==> src/hw/dbl_pkg.sv <==
// Package: pin codes, modes and timing for the DAC latch host controller
package dbl_pkg;
  // ----------------------------------------------------------------
  // Widths
  // ----------------------------------------------------------------
  localparam int CODE_W   = 12;
  localparam int NIB_W    = 4;
  localparam int BYTE_W   = 8;
  localparam int MSB_POS  = 11;
  // ----------------------------------------------------------------
  // Latch-select patterns {second, high, mid, low}, active low
  // ----------------------------------------------------------------
  localparam logic [3:0] SEL_IDLE  = 4'hf;
  localparam logic [3:0] SEL_LOW   = 4'he;
  localparam logic [3:0] SEL_MID   = 4'hd;
  localparam logic [3:0] SEL_HIGH  = 4'hb;
  localparam logic [3:0] SEL_XFER  = 4'h7;
  localparam logic [3:0] SEL_ALL   = 4'h0;
  // ----------------------------------------------------------------
  // Bus mapping modes and coding
  // ----------------------------------------------------------------
  typedef enum logic [1:0] {
    MAP_NIBBLE, MAP_LEFT8, MAP_RIGHT8, MAP_WORD
  } dbl_map_t;
  localparam logic [1:0] ADDR_FIRST  = 2'h1;
  localparam logic [1:0] ADDR_SECOND = 2'h2;
  // ----------------------------------------------------------------
  // Timing: strobe low width and setup time, in ns
  // ----------------------------------------------------------------
  localparam int CLK_NS    = 10;
  localparam int STROBE_NS = 100;
  localparam int SETUP_NS  = 30;
  localparam int STROBE_CYC = (STROBE_NS + CLK_NS - 1) / CLK_NS;
  localparam int SETUP_CYC  = (SETUP_NS + CLK_NS - 1) / CLK_NS;
  localparam int CNT_W      = 8;
endpackage

==> src/hw/dbl_strobe.sv <==
// Strobe timer: setup, active-low strobe, hold phases of one bus step
`timescale 1ns/1ps
module dbl_strobe
  import dbl_pkg::*;
#(
  parameter int SETUP  = SETUP_CYC,
  parameter int STROBE = STROBE_CYC
) (
  input  wire logic core_clk,
  input  wire logic arst_n,
  input  wire logic clk_en,
  input  wire logic go,
  output logic      strobe_on,
  output logic      done
);
  import dbl_pkg::*;

  typedef enum logic [1:0] {ST_IDLE, ST_SETUP, ST_LOW, ST_HOLD} dbl_ph_t;
  dbl_ph_t          ph_q, ph_d;
  logic [CNT_W-1:0] cnt_q, cnt_d;
  logic             done_d, on_d;

  // ----------------------------------------------------------------
  // Phase sequencing
  // ----------------------------------------------------------------
  always_comb begin
    ph_d   = ph_q;
    cnt_d  = cnt_q;
    done_d = 1'b0;
    on_d   = 1'b0;
    case (ph_q)
      ST_IDLE: begin
        if (go) begin
          ph_d  = ST_SETUP;
          cnt_d = CNT_W'(SETUP);
        end
      end
      ST_SETUP: begin
        if (cnt_q <= CNT_W'(1)) begin
          ph_d  = ST_LOW;
          cnt_d = CNT_W'(STROBE);
          on_d  = 1'b1;
        end else begin
          cnt_d = cnt_q - CNT_W'(1);
        end
      end
      ST_LOW: begin
        on_d = 1'b1;
        if (cnt_q <= CNT_W'(1)) begin
          ph_d = ST_HOLD;
          on_d = 1'b0;
        end else begin
          cnt_d = cnt_q - CNT_W'(1);
        end
      end
      ST_HOLD: begin
        // One idle cycle keeps data steady after strobe rises
        ph_d   = ST_IDLE;
        done_d = 1'b1;
      end
      default: ph_d = ST_IDLE;
    endcase
  end

  always_ff @(posedge core_clk or negedge arst_n) begin
    if (!arst_n) begin
      ph_q      <= ST_IDLE;
      cnt_q     <= '0;
      done      <= 1'b0;
      strobe_on <= 1'b0;
    end else if (clk_en) begin
      ph_q      <= ph_d;
      cnt_q     <= cnt_d;
      done      <= done_d;
      strobe_on <= on_d;
    end
  end
endmodule

==> src/hw/dbl_host.sv <==
// Host controller that loads a 12-bit DAC through its two latch ranks
`timescale 1ns/1ps
module dbl_host
  import dbl_pkg::*;
#(
  parameter int SETUP  = SETUP_CYC,
  parameter int STROBE = STROBE_CYC
) (
  input  wire logic              core_clk,
  input  wire logic              arst_n,
  input  wire logic              clk_en,
  input  wire logic              req_valid,
  input  wire logic [CODE_W-1:0] req_code,
  input  wire logic              req_twos,
  input  wire dbl_pkg::dbl_map_t req_map,
  output logic                   req_ready,
  output logic                   req_done,
  output logic                   chip_sel_n,
  output logic                   low_nibble_latch_sel_n,
  output logic                   mid_nibble_latch_sel_n,
  output logic                   high_nibble_latch_sel_n,
  output logic                   second_rank_load_n,
  output logic [CODE_W-1:0]      data_in,
  output logic [1:0]             bus_addr
);
  import dbl_pkg::*;

  typedef enum logic [2:0] {
    S_IDLE, S_STEP1, S_STEP2, S_STEP3, S_STEP4, S_DONE
  } dbl_st_t;

  dbl_st_t           st_q, st_d;
  logic [CODE_W-1:0] code_q, code_d;
  dbl_map_t          map_q, map_d;
  logic [3:0]        sel_q, sel_d;
  logic              cs_q, cs_d;
  logic [CODE_W-1:0] bus_q, bus_d;
  logic [1:0]        addr_q, addr_d;
  logic              rdy_q, rdy_d;
  logic              done_q, done_d;
  logic              go;
  logic              strobe_on;
  logic              step_done;

  // Lays out the pins for one step of a given mapping
  function automatic logic [CODE_W-1:0] bus_word(
    input dbl_map_t m, input logic [CODE_W-1:0] c, input logic second);
    logic [CODE_W-1:0] w;
    w = '0;
    case (m)
      MAP_LEFT8:
        // Second byte: eight MSBs; first byte: low nibble in upper half
        w = second ? {4'h0, c[11:4]} : {4'h0, c[3:0], 4'h0};
      MAP_RIGHT8:
        w = second ? {8'h00, c[11:8]} : {4'h0, c[7:0]};
      default: w = c;
    endcase
    return w;
  endfunction

  // ----------------------------------------------------------------
  // Sequencer
  // ----------------------------------------------------------------
  always_comb begin
    st_d   = st_q;
    code_d = code_q;
    map_d  = map_q;
    sel_d  = sel_q;
    cs_d   = cs_q;
    bus_d  = bus_q;
    addr_d = addr_q;
    rdy_d  = 1'b0;
    done_d = 1'b0;
    go     = 1'b0;
    case (st_q)
      S_IDLE: begin
        rdy_d = 1'b1;
        cs_d  = 1'b1;
        sel_d = SEL_IDLE;
        if (req_valid && rdy_q) begin
          // Inverting MSB turns two's complement into offset binary
          code_d = req_code ^ {req_twos, {MSB_POS{1'b0}}};
          map_d  = req_map;
          rdy_d  = 1'b0;
          go     = 1'b1;
          st_d   = S_STEP1;
          if (req_map == MAP_NIBBLE) begin
            // Drive the full word; each nibble strobe takes its slice
            bus_d = code_d;
          end else begin
            bus_d = bus_word(req_map, code_d, 1'b0);
          end
          addr_d = (req_map == MAP_LEFT8 || req_map == MAP_RIGHT8) ?
                   ADDR_FIRST : 2'h0;
        end
      end
      S_STEP1, S_STEP2, S_STEP3, S_STEP4: begin
        // Data is already on the bus one setup time before strobe
        cs_d = ~strobe_on;
        case (map_q)
          MAP_NIBBLE: sel_d = (st_q == S_STEP1) ? SEL_LOW :
                              (st_q == S_STEP2) ? SEL_MID :
                              (st_q == S_STEP3) ? SEL_HIGH :
                              SEL_XFER;
          // Left: X01 low nibble; X10 high+mid nibbles with update
          MAP_LEFT8:  sel_d = (st_q == S_STEP1) ? SEL_LOW :
                              (SEL_MID & SEL_HIGH & SEL_XFER);
          // Right: X01 low+mid nibbles; X10 high nibble with update
          MAP_RIGHT8: sel_d = (st_q == S_STEP1) ? (SEL_LOW & SEL_MID) :
                              (SEL_HIGH & SEL_XFER);
          default:    sel_d = SEL_ALL;
        endcase
        if (!strobe_on) sel_d = SEL_IDLE;
        if (step_done) begin
          // Bus changes only after the strobe has risen
          if ((map_q == MAP_NIBBLE && st_q != S_STEP4) ||
              ((map_q == MAP_LEFT8 || map_q == MAP_RIGHT8) &&
               st_q == S_STEP1)) begin
            go   = 1'b1;
            st_d = dbl_st_t'(st_q + 3'h1);
            if (map_q != MAP_NIBBLE) begin
              bus_d  = bus_word(map_q, code_q, 1'b1);
              addr_d = ADDR_SECOND;
            end
          end else begin
            st_d = S_DONE;
          end
        end
      end
      S_DONE: begin
        // Word mode: bus stays steady until chip select is high
        done_d = 1'b1;
        st_d   = S_IDLE;
      end
      default: st_d = S_IDLE;
    endcase
  end

  always_ff @(posedge core_clk or negedge arst_n) begin
    if (!arst_n) begin
      st_q   <= S_IDLE;
      code_q <= '0;
      map_q  <= MAP_NIBBLE;
      sel_q  <= SEL_IDLE;
      cs_q   <= 1'b1;
      bus_q  <= '0;
      addr_q <= '0;
      rdy_q  <= 1'b0;
      done_q <= 1'b0;
    end else if (clk_en) begin
      st_q   <= st_d;
      code_q <= code_d;
      map_q  <= map_d;
      sel_q  <= sel_d;
      cs_q   <= cs_d;
      bus_q  <= bus_d;
      addr_q <= addr_d;
      rdy_q  <= rdy_d;
      done_q <= done_d;
    end
  end

  // ----------------------------------------------------------------
  // Strobe timing
  // ----------------------------------------------------------------
  dbl_strobe #(
    .SETUP  (SETUP),
    .STROBE (STROBE)
  ) u_strobe (
    .core_clk  (core_clk),
    .arst_n    (arst_n),
    .clk_en    (clk_en),
    .go        (go),
    .strobe_on (strobe_on),
    .done      (step_done)
  );

  assign req_ready               = rdy_q;
  assign req_done                = done_q;
  assign chip_sel_n              = cs_q;
  assign low_nibble_latch_sel_n  = sel_q[0];
  assign mid_nibble_latch_sel_n  = sel_q[1];
  assign high_nibble_latch_sel_n = sel_q[2];
  assign second_rank_load_n      = sel_q[3];
  assign data_in                 = bus_q;
  assign bus_addr                = addr_q;

  // ----------------------------------------------------------------
  // Checks
  // ----------------------------------------------------------------
  a_idle_no_enable: assert property (@(posedge core_clk) disable iff (!arst_n)
    (st_q == S_IDLE) |-> (cs_q && sel_q == SEL_IDLE))
    else $error("idle state drives an enable");
  a_data_stable_sel: assert property (@(posedge core_clk)
    disable iff (!arst_n)
    (!cs_q && $past(!cs_q)) |-> $stable(bus_q))
    else $error("data moved while chip select low");
  a_word_all_low: assert property (@(posedge core_clk) disable iff (!arst_n)
    (!cs_q && map_q == MAP_WORD) |-> sel_q == SEL_ALL)
    else $error("word mode select not all low");
  a_nibble_low_first: assert property (@(posedge core_clk)
    disable iff (!arst_n)
    (!cs_q && map_q == MAP_NIBBLE && st_q == S_STEP1)
      |-> sel_q == SEL_LOW)
    else $error("first nibble step not low select");
  a_sel_with_cs: assert property (@(posedge core_clk) disable iff (!arst_n)
    (sel_q != SEL_IDLE) |-> !cs_q)
    else $error("select active without chip select");
  a_left_second: assert property (@(posedge core_clk) disable iff (!arst_n)
    (!cs_q && map_q == MAP_LEFT8 && addr_q == ADDR_SECOND)
      |-> (sel_q == 4'h1 && bus_q == {4'h0, code_q[11:4]}))
    else $error("left second byte wrong");
  a_right_first: assert property (@(posedge core_clk) disable iff (!arst_n)
    (!cs_q && map_q == MAP_RIGHT8 && addr_q == ADDR_FIRST)
      |-> (sel_q == 4'hc && bus_q == {4'h0, code_q[7:0]}))
    else $error("right first byte wrong");
  a_twos_msb: assert property (@(posedge core_clk) disable iff (!arst_n)
    (st_q == S_IDLE && req_valid && rdy_q && clk_en) |=>
      code_q[MSB_POS] == ($past(req_code[MSB_POS]) ^ $past(req_twos)))
    else $error("MSB inversion wrong");
endmodule

==> config.mk <==
export PLATFORM = sky130hd
export DESIGN_NAME = dbl_host
export DESIGN_NICKNAME = d
export VERILOG_FILES = /design/src/hw/dbl_pkg.sv /design/src/hw/dbl_strobe.sv /design/src/hw/dbl_host.sv
export SDC_FILE = /design/constraint.sdc
export NUM_CORES = 1
export LEC_CHECK = 0
export ABC_AREA = 1
export BUFFER_PORTS_ARGS = -buffer_cell sky130_fd_sc_hd__buf_2
export CAP_MARGIN = 20
export CORE_MARGIN = 8
export CORE_UTILIZATION = 58
export DETAILED_ROUTE_END_ITERATION = 8
export GPL_ROUTABILITY_DRIVEN = 0
export PLACE_DENSITY = 0.92
export SLEW_MARGIN = 10
export SYNTH_ARGS = -nofsm -noshare
export SYNTH_HDL_FRONTEND = slang
export SYNTH_SLANG_ARGS = --single-unit
==> constraint.sdc <==
create_clock -name core_clk -period 2 [get_ports core_clk]
set_input_delay 0.2 -clock core_clk [delete_from_list [all_inputs] [get_ports core_clk]]
set_output_delay 0.2 -clock core_clk [all_outputs]
set_load 0.01 [all_outputs]
==> results of run 1 <==
logic make-up (layout without fill, tap and decap cells):
group | count (synthesis) | after routing | share of synthesized area (%)
AND/OR/NAND/NOR | 231 | 231 | 31.9
buffers and inverters | 54 | 101 | 7.40
AO/OA/AOI/OAI | 50 | 50 | 9.19
flip-flops | 50 | 50 | 41.8
adder cells (fa/ha/maj) | 18 | 18 | 7.49
XOR/XNOR | 5 | 5 | 1.46
multiplexers | 2 | 2 | 0.749
per-layer routing:
layer	wire [µm]	part of all wire, %	vias up	track usage [%]
met5	0	0	-	0
met4	149	2.1	0	7.22
met3	393	5.6	18	3.28
li1	-	-	1388	-
met1	2920	42	1297	21.5
met2	3570	51	95	34.9
state kept, by name (all words and copies together), names as in the netlist, 2 cells and up:
register	flops
code_q	12
bus_addr	2
u_strobe.cnt_q	8
sel_q	4
st_q	3
u_strobe.ph_q	2
map_q	2
data_in	12
tightest hold or removal path, cell delays in order:
cell	delay, ns
buf_2	0.09
nand2_1	0.04
o21ai_0	0.06
metrics by stage:
| stage | setup slack (ns) | std cells | hold slack [ns] |
|---|---|---|---|
| 2_1_floorplan | 0.231 | 410 | -0.0956 |
| 3_3_place_gp | 0.119 | 517 | 0.235 |
| 3_5_place_dp | -0.0161 | 517 | 0.240 |
| 4_1_cts | 0.0306 | 526 | 0.117 |
| 5_1_grt | -0.00427 | 527 | 0.137 |
| 6_report | 0.113 | 527 | 0.116 |
cells in the final DEF (no fill, tap or decap), types with 3 or more instances in the layout:
cell type and n:
clkbuf_8 6, nor2_1 25, buf_4 4, ha_1 16
a21oi_1 10, nor3_1 3, nand2_1 153, dfrtp_1 45
nand2_2 4, buf_2 39, xor2_1 4, dfstp_2 5
inv_1 42, o21ai_0 30, nand3_1 40, o211ai_1 3
what timing repair did:
item / in CTS / in global routing
buffers inserted: 0 / 1
setup endpoints to repair: 22 / 24
resized for setup: 1 / 10
hold buffers: 1 / 0
pin swaps: 0 / 1
hold endpoints to repair: 24 / 0
worst paths after layout:
check,to,slack [ns],cells after the start,from
max in group asynchronous,sel_q[2],0.98,3,arst_n
worst min-delay path,code_q[5],0.12,3,req_code[5]
worst min register to register,data_in[3],0.47,2,data_in[3]
worst max register to register,data_in[5],0.11,10,st_q[1]
min in group asynchronous,req_done,0.42,2,arst_n
worst max-delay path,data_in[5],0.11,10,st_q[1]
power breakdown:
part           leakage [nW]  internal (W)  switching, W  total [W]
sequential            0.619       0.00151      0.000324    0.00183
clock                0.0482      0.000280      0.000327   0.000606
combinational          1.20       0.00130       0.00235    0.00365
total                  1.87       0.00309       0.00300    0.00609
area by class of cell:
cell class                 instances  share of cell area, %
clock inverter                     1                  0.145
multi-input combinational        306                   45.3
inverter                          47                   5.36
sequential                        50                   36.4
timing repair buffer              46                   7.72
tap                               70                   2.54
clock buffer                       7                   2.50
==> summary.txt, run 1 <==
Peak VDD IR: 1.02 mV
I/O Buffers: 39
Ys Warns: 0
Via density: 5.31
core region area: 5040 µm²
CP cell instances: ha_1, ha_1, a21oi_2, nand2_2, nand2_1, nand2_1, nor2_4, buf_6, nand2_1, nand2_1
ys async rst share: 100%
initial antenna violation count: 0
global-route wire length before repair: 11,800 µm
fin util: 68.5%
delay-heaviest family, CP: simple AND/OR/NAND/NOR gates
Post-Syn Area: 3010 µm²
CTS buffer count: 5
router iterations before antenna repair: 5
die area: 7750 µm²
most frequent cell after synthesis: nand2_1
Placed Area: 3300 µm²
Synth top area share: 37.4%
clk_lat worst skew: 0.31 ns
WP buf/inv: 1
residual DRC count: 0
Slew Limit Fails: 0
Worst Path Class, Setup: flip-flop to flip-flop
# fillers: 402
Most Frequent Cell on Critical Path: nand2_1
Slowest-stage cell, CP: dfrtp_1
# IOs: 40
Synthesized Nets: 447
clk buf depth: 2
CTS tree: done
flops & latches, synth: 50
Total Power: 0.00609 W
Critical Path Fanout Max: 10
total leakage power: 1.87 nW
sequential area share after synthesis: 41.8%
synthesized area per cell: 7.34 µm²
number of flops mapped to enable cells by yosys: 0
drt total wl: 7030 µm
Startpoint Class: flip-flop
Cells after Synth: 410
antenna viol nets, final: 0
worst hold path class: input pin to flip-flop
CP Data Required Time: 2.25 ns
number of cell rows: 26
final hold vios: 0
area of the multi-input gates: 1570 µm²
routed len/inst: 13.3 µm
worst slew pin tran: 0.575 ns
Die Wd: 88.0 µm
Main synth FF type: dfrtp_1
nets@finish: 493
largest net degree at the start of global routing: 27
status: completed
vias in the first global route: 2,726
Design Area, Final: 3450 µm²
crit path DAT: 2.14 ns
synth top area cells: dfrtp_1 (37%), nand2_1 (19%), ha_1 (7.5%)
HPWL after detailed placement: 5290 µm
setup tns final: 0 ns
clk_skew: 0.00922 ns
Worst-path clk slew: 0.09 ns
initial core utilization: 59.7%
clock root cell: clkbuf_8
n_diodes: 0
Crit. End Element: flip-flop
Worst slew margin: 61.7%
library cells used by synthesis: 30
Synth top cells by count: nand2_1 (156), dfrtp_1 (45), inv_1 (42), nand3_1 (40), o21ai_0 (30)
Yosys top cell by area: dfrtp_1
Max Cap Viol: 0
Tot GR Track Use: 19.1%
Worst path max stage delay: 0.43 ns
die extent in y: 88.0 µm
power per cell area: 1760 nW/µm²
via count: 2,798
min cycle time layout: 1.89 ns
layout cells sized above 1: 17.1%
clk sinks: 50
CTS H-Tree Depth: 2
Initial DRC Count: 220
final setup vio count: 0
area grow syn2layout: 14.8%
grt ovf: 0
FMAX: 0.530 GHz
crit share post-route: 94.3%
Register Area: 1260 µm²
Note: power is estimated with default switching activity, not from simulation.
==> run 2, diff against run 1 <==
--- a/config.mk
+++ b/config.mk
@@ -5,14 +5,13 @@
 export SDC_FILE = /design/constraint.sdc
 export NUM_CORES = 1
 export LEC_CHECK = 0
-export ABC_AREA = 1
 export BUFFER_PORTS_ARGS = -buffer_cell sky130_fd_sc_hd__buf_2
 export CAP_MARGIN = 20
 export CORE_MARGIN = 8
-export CORE_UTILIZATION = 58
+export CORE_UTILIZATION = 57
 export DETAILED_ROUTE_END_ITERATION = 8
 export GPL_ROUTABILITY_DRIVEN = 0
-export PLACE_DENSITY = 0.92
+export PLACE_DENSITY_LB_ADDON = 0.2
 export SLEW_MARGIN = 10
 export SYNTH_ARGS = -nofsm -noshare
 export SYNTH_HDL_FRONTEND = slang
==> summary.txt, run 2 <==
router iterations before antenna repair: 4 (-1)
failing checks: setup timing
WP buf/inv: 0 (-1)
commonest non-fill, non-tap cell in the layout: dfrtp_1
CTS H-Tree Depth: 2 (unchanged)
Most Frequent Cell on Critical Path: or4_4
CP Data Required Time: 2.20 ns (-0.05 ns)
xor-xnor portion of the synthesized cell area: 0.609% (-0.85 points)
antenna viol nets, final: 0 (unchanged)
Slew Limit Fails: 0 (unchanged)
Post-Syn Area: 2870 µm² (-4.5%)
total leakage power: 1.76 nW (-5.9%)
CP cell instances: or4_4, or4_4, a31oi_4, o211ai_2, a32o_1
CTS buffer count: 5 (unchanged)
met2 GRT Util: 34.9% (about the same)
Via density: 6.07 (+14%)
Hold Crit Depth: 2 (-1)
most frequent cells in the layout: dfrtp_1 (45), buf_2 (41), buf_4 (34)
pre-CTS setup slack: -0.0724 ns (-0.0562 ns)
layout cells sized above 1: 47.4% (+30 points)
simple logic cell fraction of the synthesized area: 15.1% (-17 points)
grt ovf: 0 (unchanged)
Slowest-stage cell, CP: or4_4
clk buf depth: 2 (unchanged)
Fin Hold WS: 0.137 ns (+0.0215 ns)
flops & latches, synth: 50 (unchanged)
Critical Path Fanout Max: 6 (-4)
delay-heaviest family, CP: simple AND/OR/NAND/NOR gates
die extent in y: 87.0 µm (-1.1%)
initial antenna violation count: 0 (unchanged)
library cells used by synthesis: 46 (+53%)
Stages on worst setup path: 5 (-5)
n_diodes: 0 (unchanged)
via count: 2,678 (-4.3%)
min cycle time layout: 2.07 ns (+0.187 ns)
Synth top cells by count: dfrtp_1 (45), nor2_1 (28), a21oi_1 (22), mux2_2 (19), ha_1 (18)
number of flops mapped to enable cells by yosys: 0 (unchanged)
die area: 7570 µm² (-2.3%)
clk_lat worst skew: 0.30 ns (about the same)
synth top area cells: dfrtp_1 (39%), ha_1 (7.8%), mux2_2 (7.4%)
Worst path max stage delay: 0.55 ns (+0.12 ns)
Cells after Synth: 292 (-29%)
Post-Synth Adder-Cell Area: 7.84% (+0.35 points)
Worst slew margin: 58.0% (-3.7 points)
Peak VDD IR: 1.16 mV (+14%)
largest net degree at the start of global routing: 51 (+89%)
Tot GR Track Use: 20.6% (+1.5 points)
sequential area share after synthesis: 43.8% (+1.9 points)
Main synth FF type: dfrtp_1
largest family of logic cells by synthesized area: compound AO/OA/AOI/OAI gates
RSZ-0062 raised after global routing: true
worst slew pin tran: 0.628 ns (+0.0531 ns)
setup tns final: -0.436 ns (-0.436 ns)
Synth top area share: 39.2% (+1.7 points)
number of cell rows: 26 (unchanged)
Synth Area in Compound Gates: 21.1% (+12 points)
Max Cap Viol: 0 (unchanged)
power per cell area: 2030 nW/µm² (+15%)
CTS tree: done
drt total wl: 8600 µm (+22%)
Synthesized Nets: 329 (-26%)
global-route wire length before repair: 12,400 µm (+4.7%)
final hold vios: 0 (unchanged)
area grow syn2layout: 36.3%
# IOs: 40 (unchanged)
Worst Path Class, Setup: flip-flop to flip-flop
Yosys top cell by area: dfrtp_1
Ys Warns: 0 (unchanged)
status: finished with violations
Setup WS post-layout: -0.0740 ns (-0.187 ns)
worst hold path class: input pin to flip-flop
grt met3 use: 4.15% (+0.87 points)
clock root cell: clkbuf_8
final setup vio count: 13 (+13)
R2R cell count: 5 (-5)
vias in the first global route: 2,593 (-4.9%)
Placed Area: 3420 µm² (+3.6%)
Design Area, Final: 3920 µm² (+13%)
Initial DRC Count: 129 (-41%)
clk sinks: 50 (unchanged)
met1 usage: 25.0% (+3.5 points)
routed len/inst: 19.5 µm (+46%)
clk_skew: 0.00734 ns (-0.00187 ns)
nets@finish: 407 (-17%)
crit share post-route: 104% (+9.4 points)
initial core utilization: 57.7% (-1.9 points)
I/O Buffers: 39 (unchanged)
core region area: 4980 µm² (-1.3%)
GR peak layer: met2
ys async rst share: 100% (unchanged)
HPWL after detailed placement: 5140 µm (-2.8%)
crit path DAT: 2.27 ns (+0.13 ns)
Die Wd: 87.0 µm (-1.1%)
synthesized area per cell: 9.84 µm² (+34%)
Total Power: 0.00797 W (+31%)
Crit. End Element: flip-flop
FMAX: 0.482 GHz (-9.0%)
most frequent cell after synthesis: dfrtp_1
post-synthesis mux area share: 7.79% (+7.0 points)
residual DRC count: 0 (unchanged)
Startpoint Class: flip-flop
Worst-path clk slew: 0.10 ns (about the same)
run 2: changes by cell type after synthesis, sizes merged, moves of 11 or more:
cell	previous run	this run
a31oi	1	15
clkbuf	0	11
inv	45	15
mux2	2	19
nand2	158	14
nand3	40	2
o21ai	31	15
run 2: worst paths after layout:
check                                  startpoint                end  slack (ns)
worst min register to register           sel_q[2]           sel_q[2]        0.48
worst max-delay path            u_strobe.cnt_q[4]  u_strobe.cnt_q[7]       -0.07
min in group asynchronous                  arst_n  u_strobe.cnt_q[6]        0.42
worst max register to register  u_strobe.cnt_q[4]  u_strobe.cnt_q[7]       -0.07
worst min-delay path                  req_code[9]          code_q[9]        0.14
max in group asynchronous                  arst_n           sel_q[2]        1.30
run 2: layer usage:
| metal | up-vias | share of wire, % | wire (µm) |
|---|---|---|---|
| met2 | 105 | 50 | 4300 |
| li1 | 1226 | - | - |
| met4 | 0 | 2.3 | 197 |
| met3 | 23 | 5.4 | 467 |
| met1 | 1324 | 42 | 3630 |
| met5 | - | 0 | 0 |
run 2: cell families (layout without fill, tap and decap cells):
group / after synthesis / in the layout
fa+ha+maj: 18 / 18
simple gates: 84 / 84
xor+xnor: 2 / 2
buf+inv: 29 / 107
compound gates: 89 / 90
mux: 20 / 20
flops: 50 / 50
run 2: area by class of cell:
class / count / area (µm²)
multi-input cells: 214 / 1820
flip-flops and latches: 50 / 1260
fillers: 332 / 1060
repair buffers: 84 / 601
well taps: 70 / 87.6
clock buffers: 6 / 82.6
inverters: 15 / 56.3
clock inverters: 2 / 16.3
run 2: worst reg2reg max path, stage by stage, from the launching register on:
cell and delay, ns:
dfrtp_1 0.39, or4_4 0.55, or4_4 0.49, a31oi_4 0.23, o211ai_2 0.09, a32o_1 0.22
run 2: timing repair:
action                                 4_1_cts  5_1_grt
endpoints found under the hold margin       45        0
cloned                                       1        3
hold buffers                                 1        0
resized for setup                           26       47
buffers inserted                             2        3
pin swaps                                    7       19
setup endpoints to repair                   24       32
run 2: stage by stage:
stage	std cells	utilization (%)
floorplan	292	-
global placement	423	68.7
detailed placement	423	68.7
CTS	435	73.6
global route	441	78.7
finish	441	78.7
run 2: power by group:
group	total, W	switching, W	internal, W	leakage (nW)
combinational	0.00545	0.00285	0.00260	1.10
clock	0.000638	0.000353	0.000285	0.0478
sequential	0.00188	0.000353	0.00153	0.608
total	0.00797	0.00356	0.00441	1.76
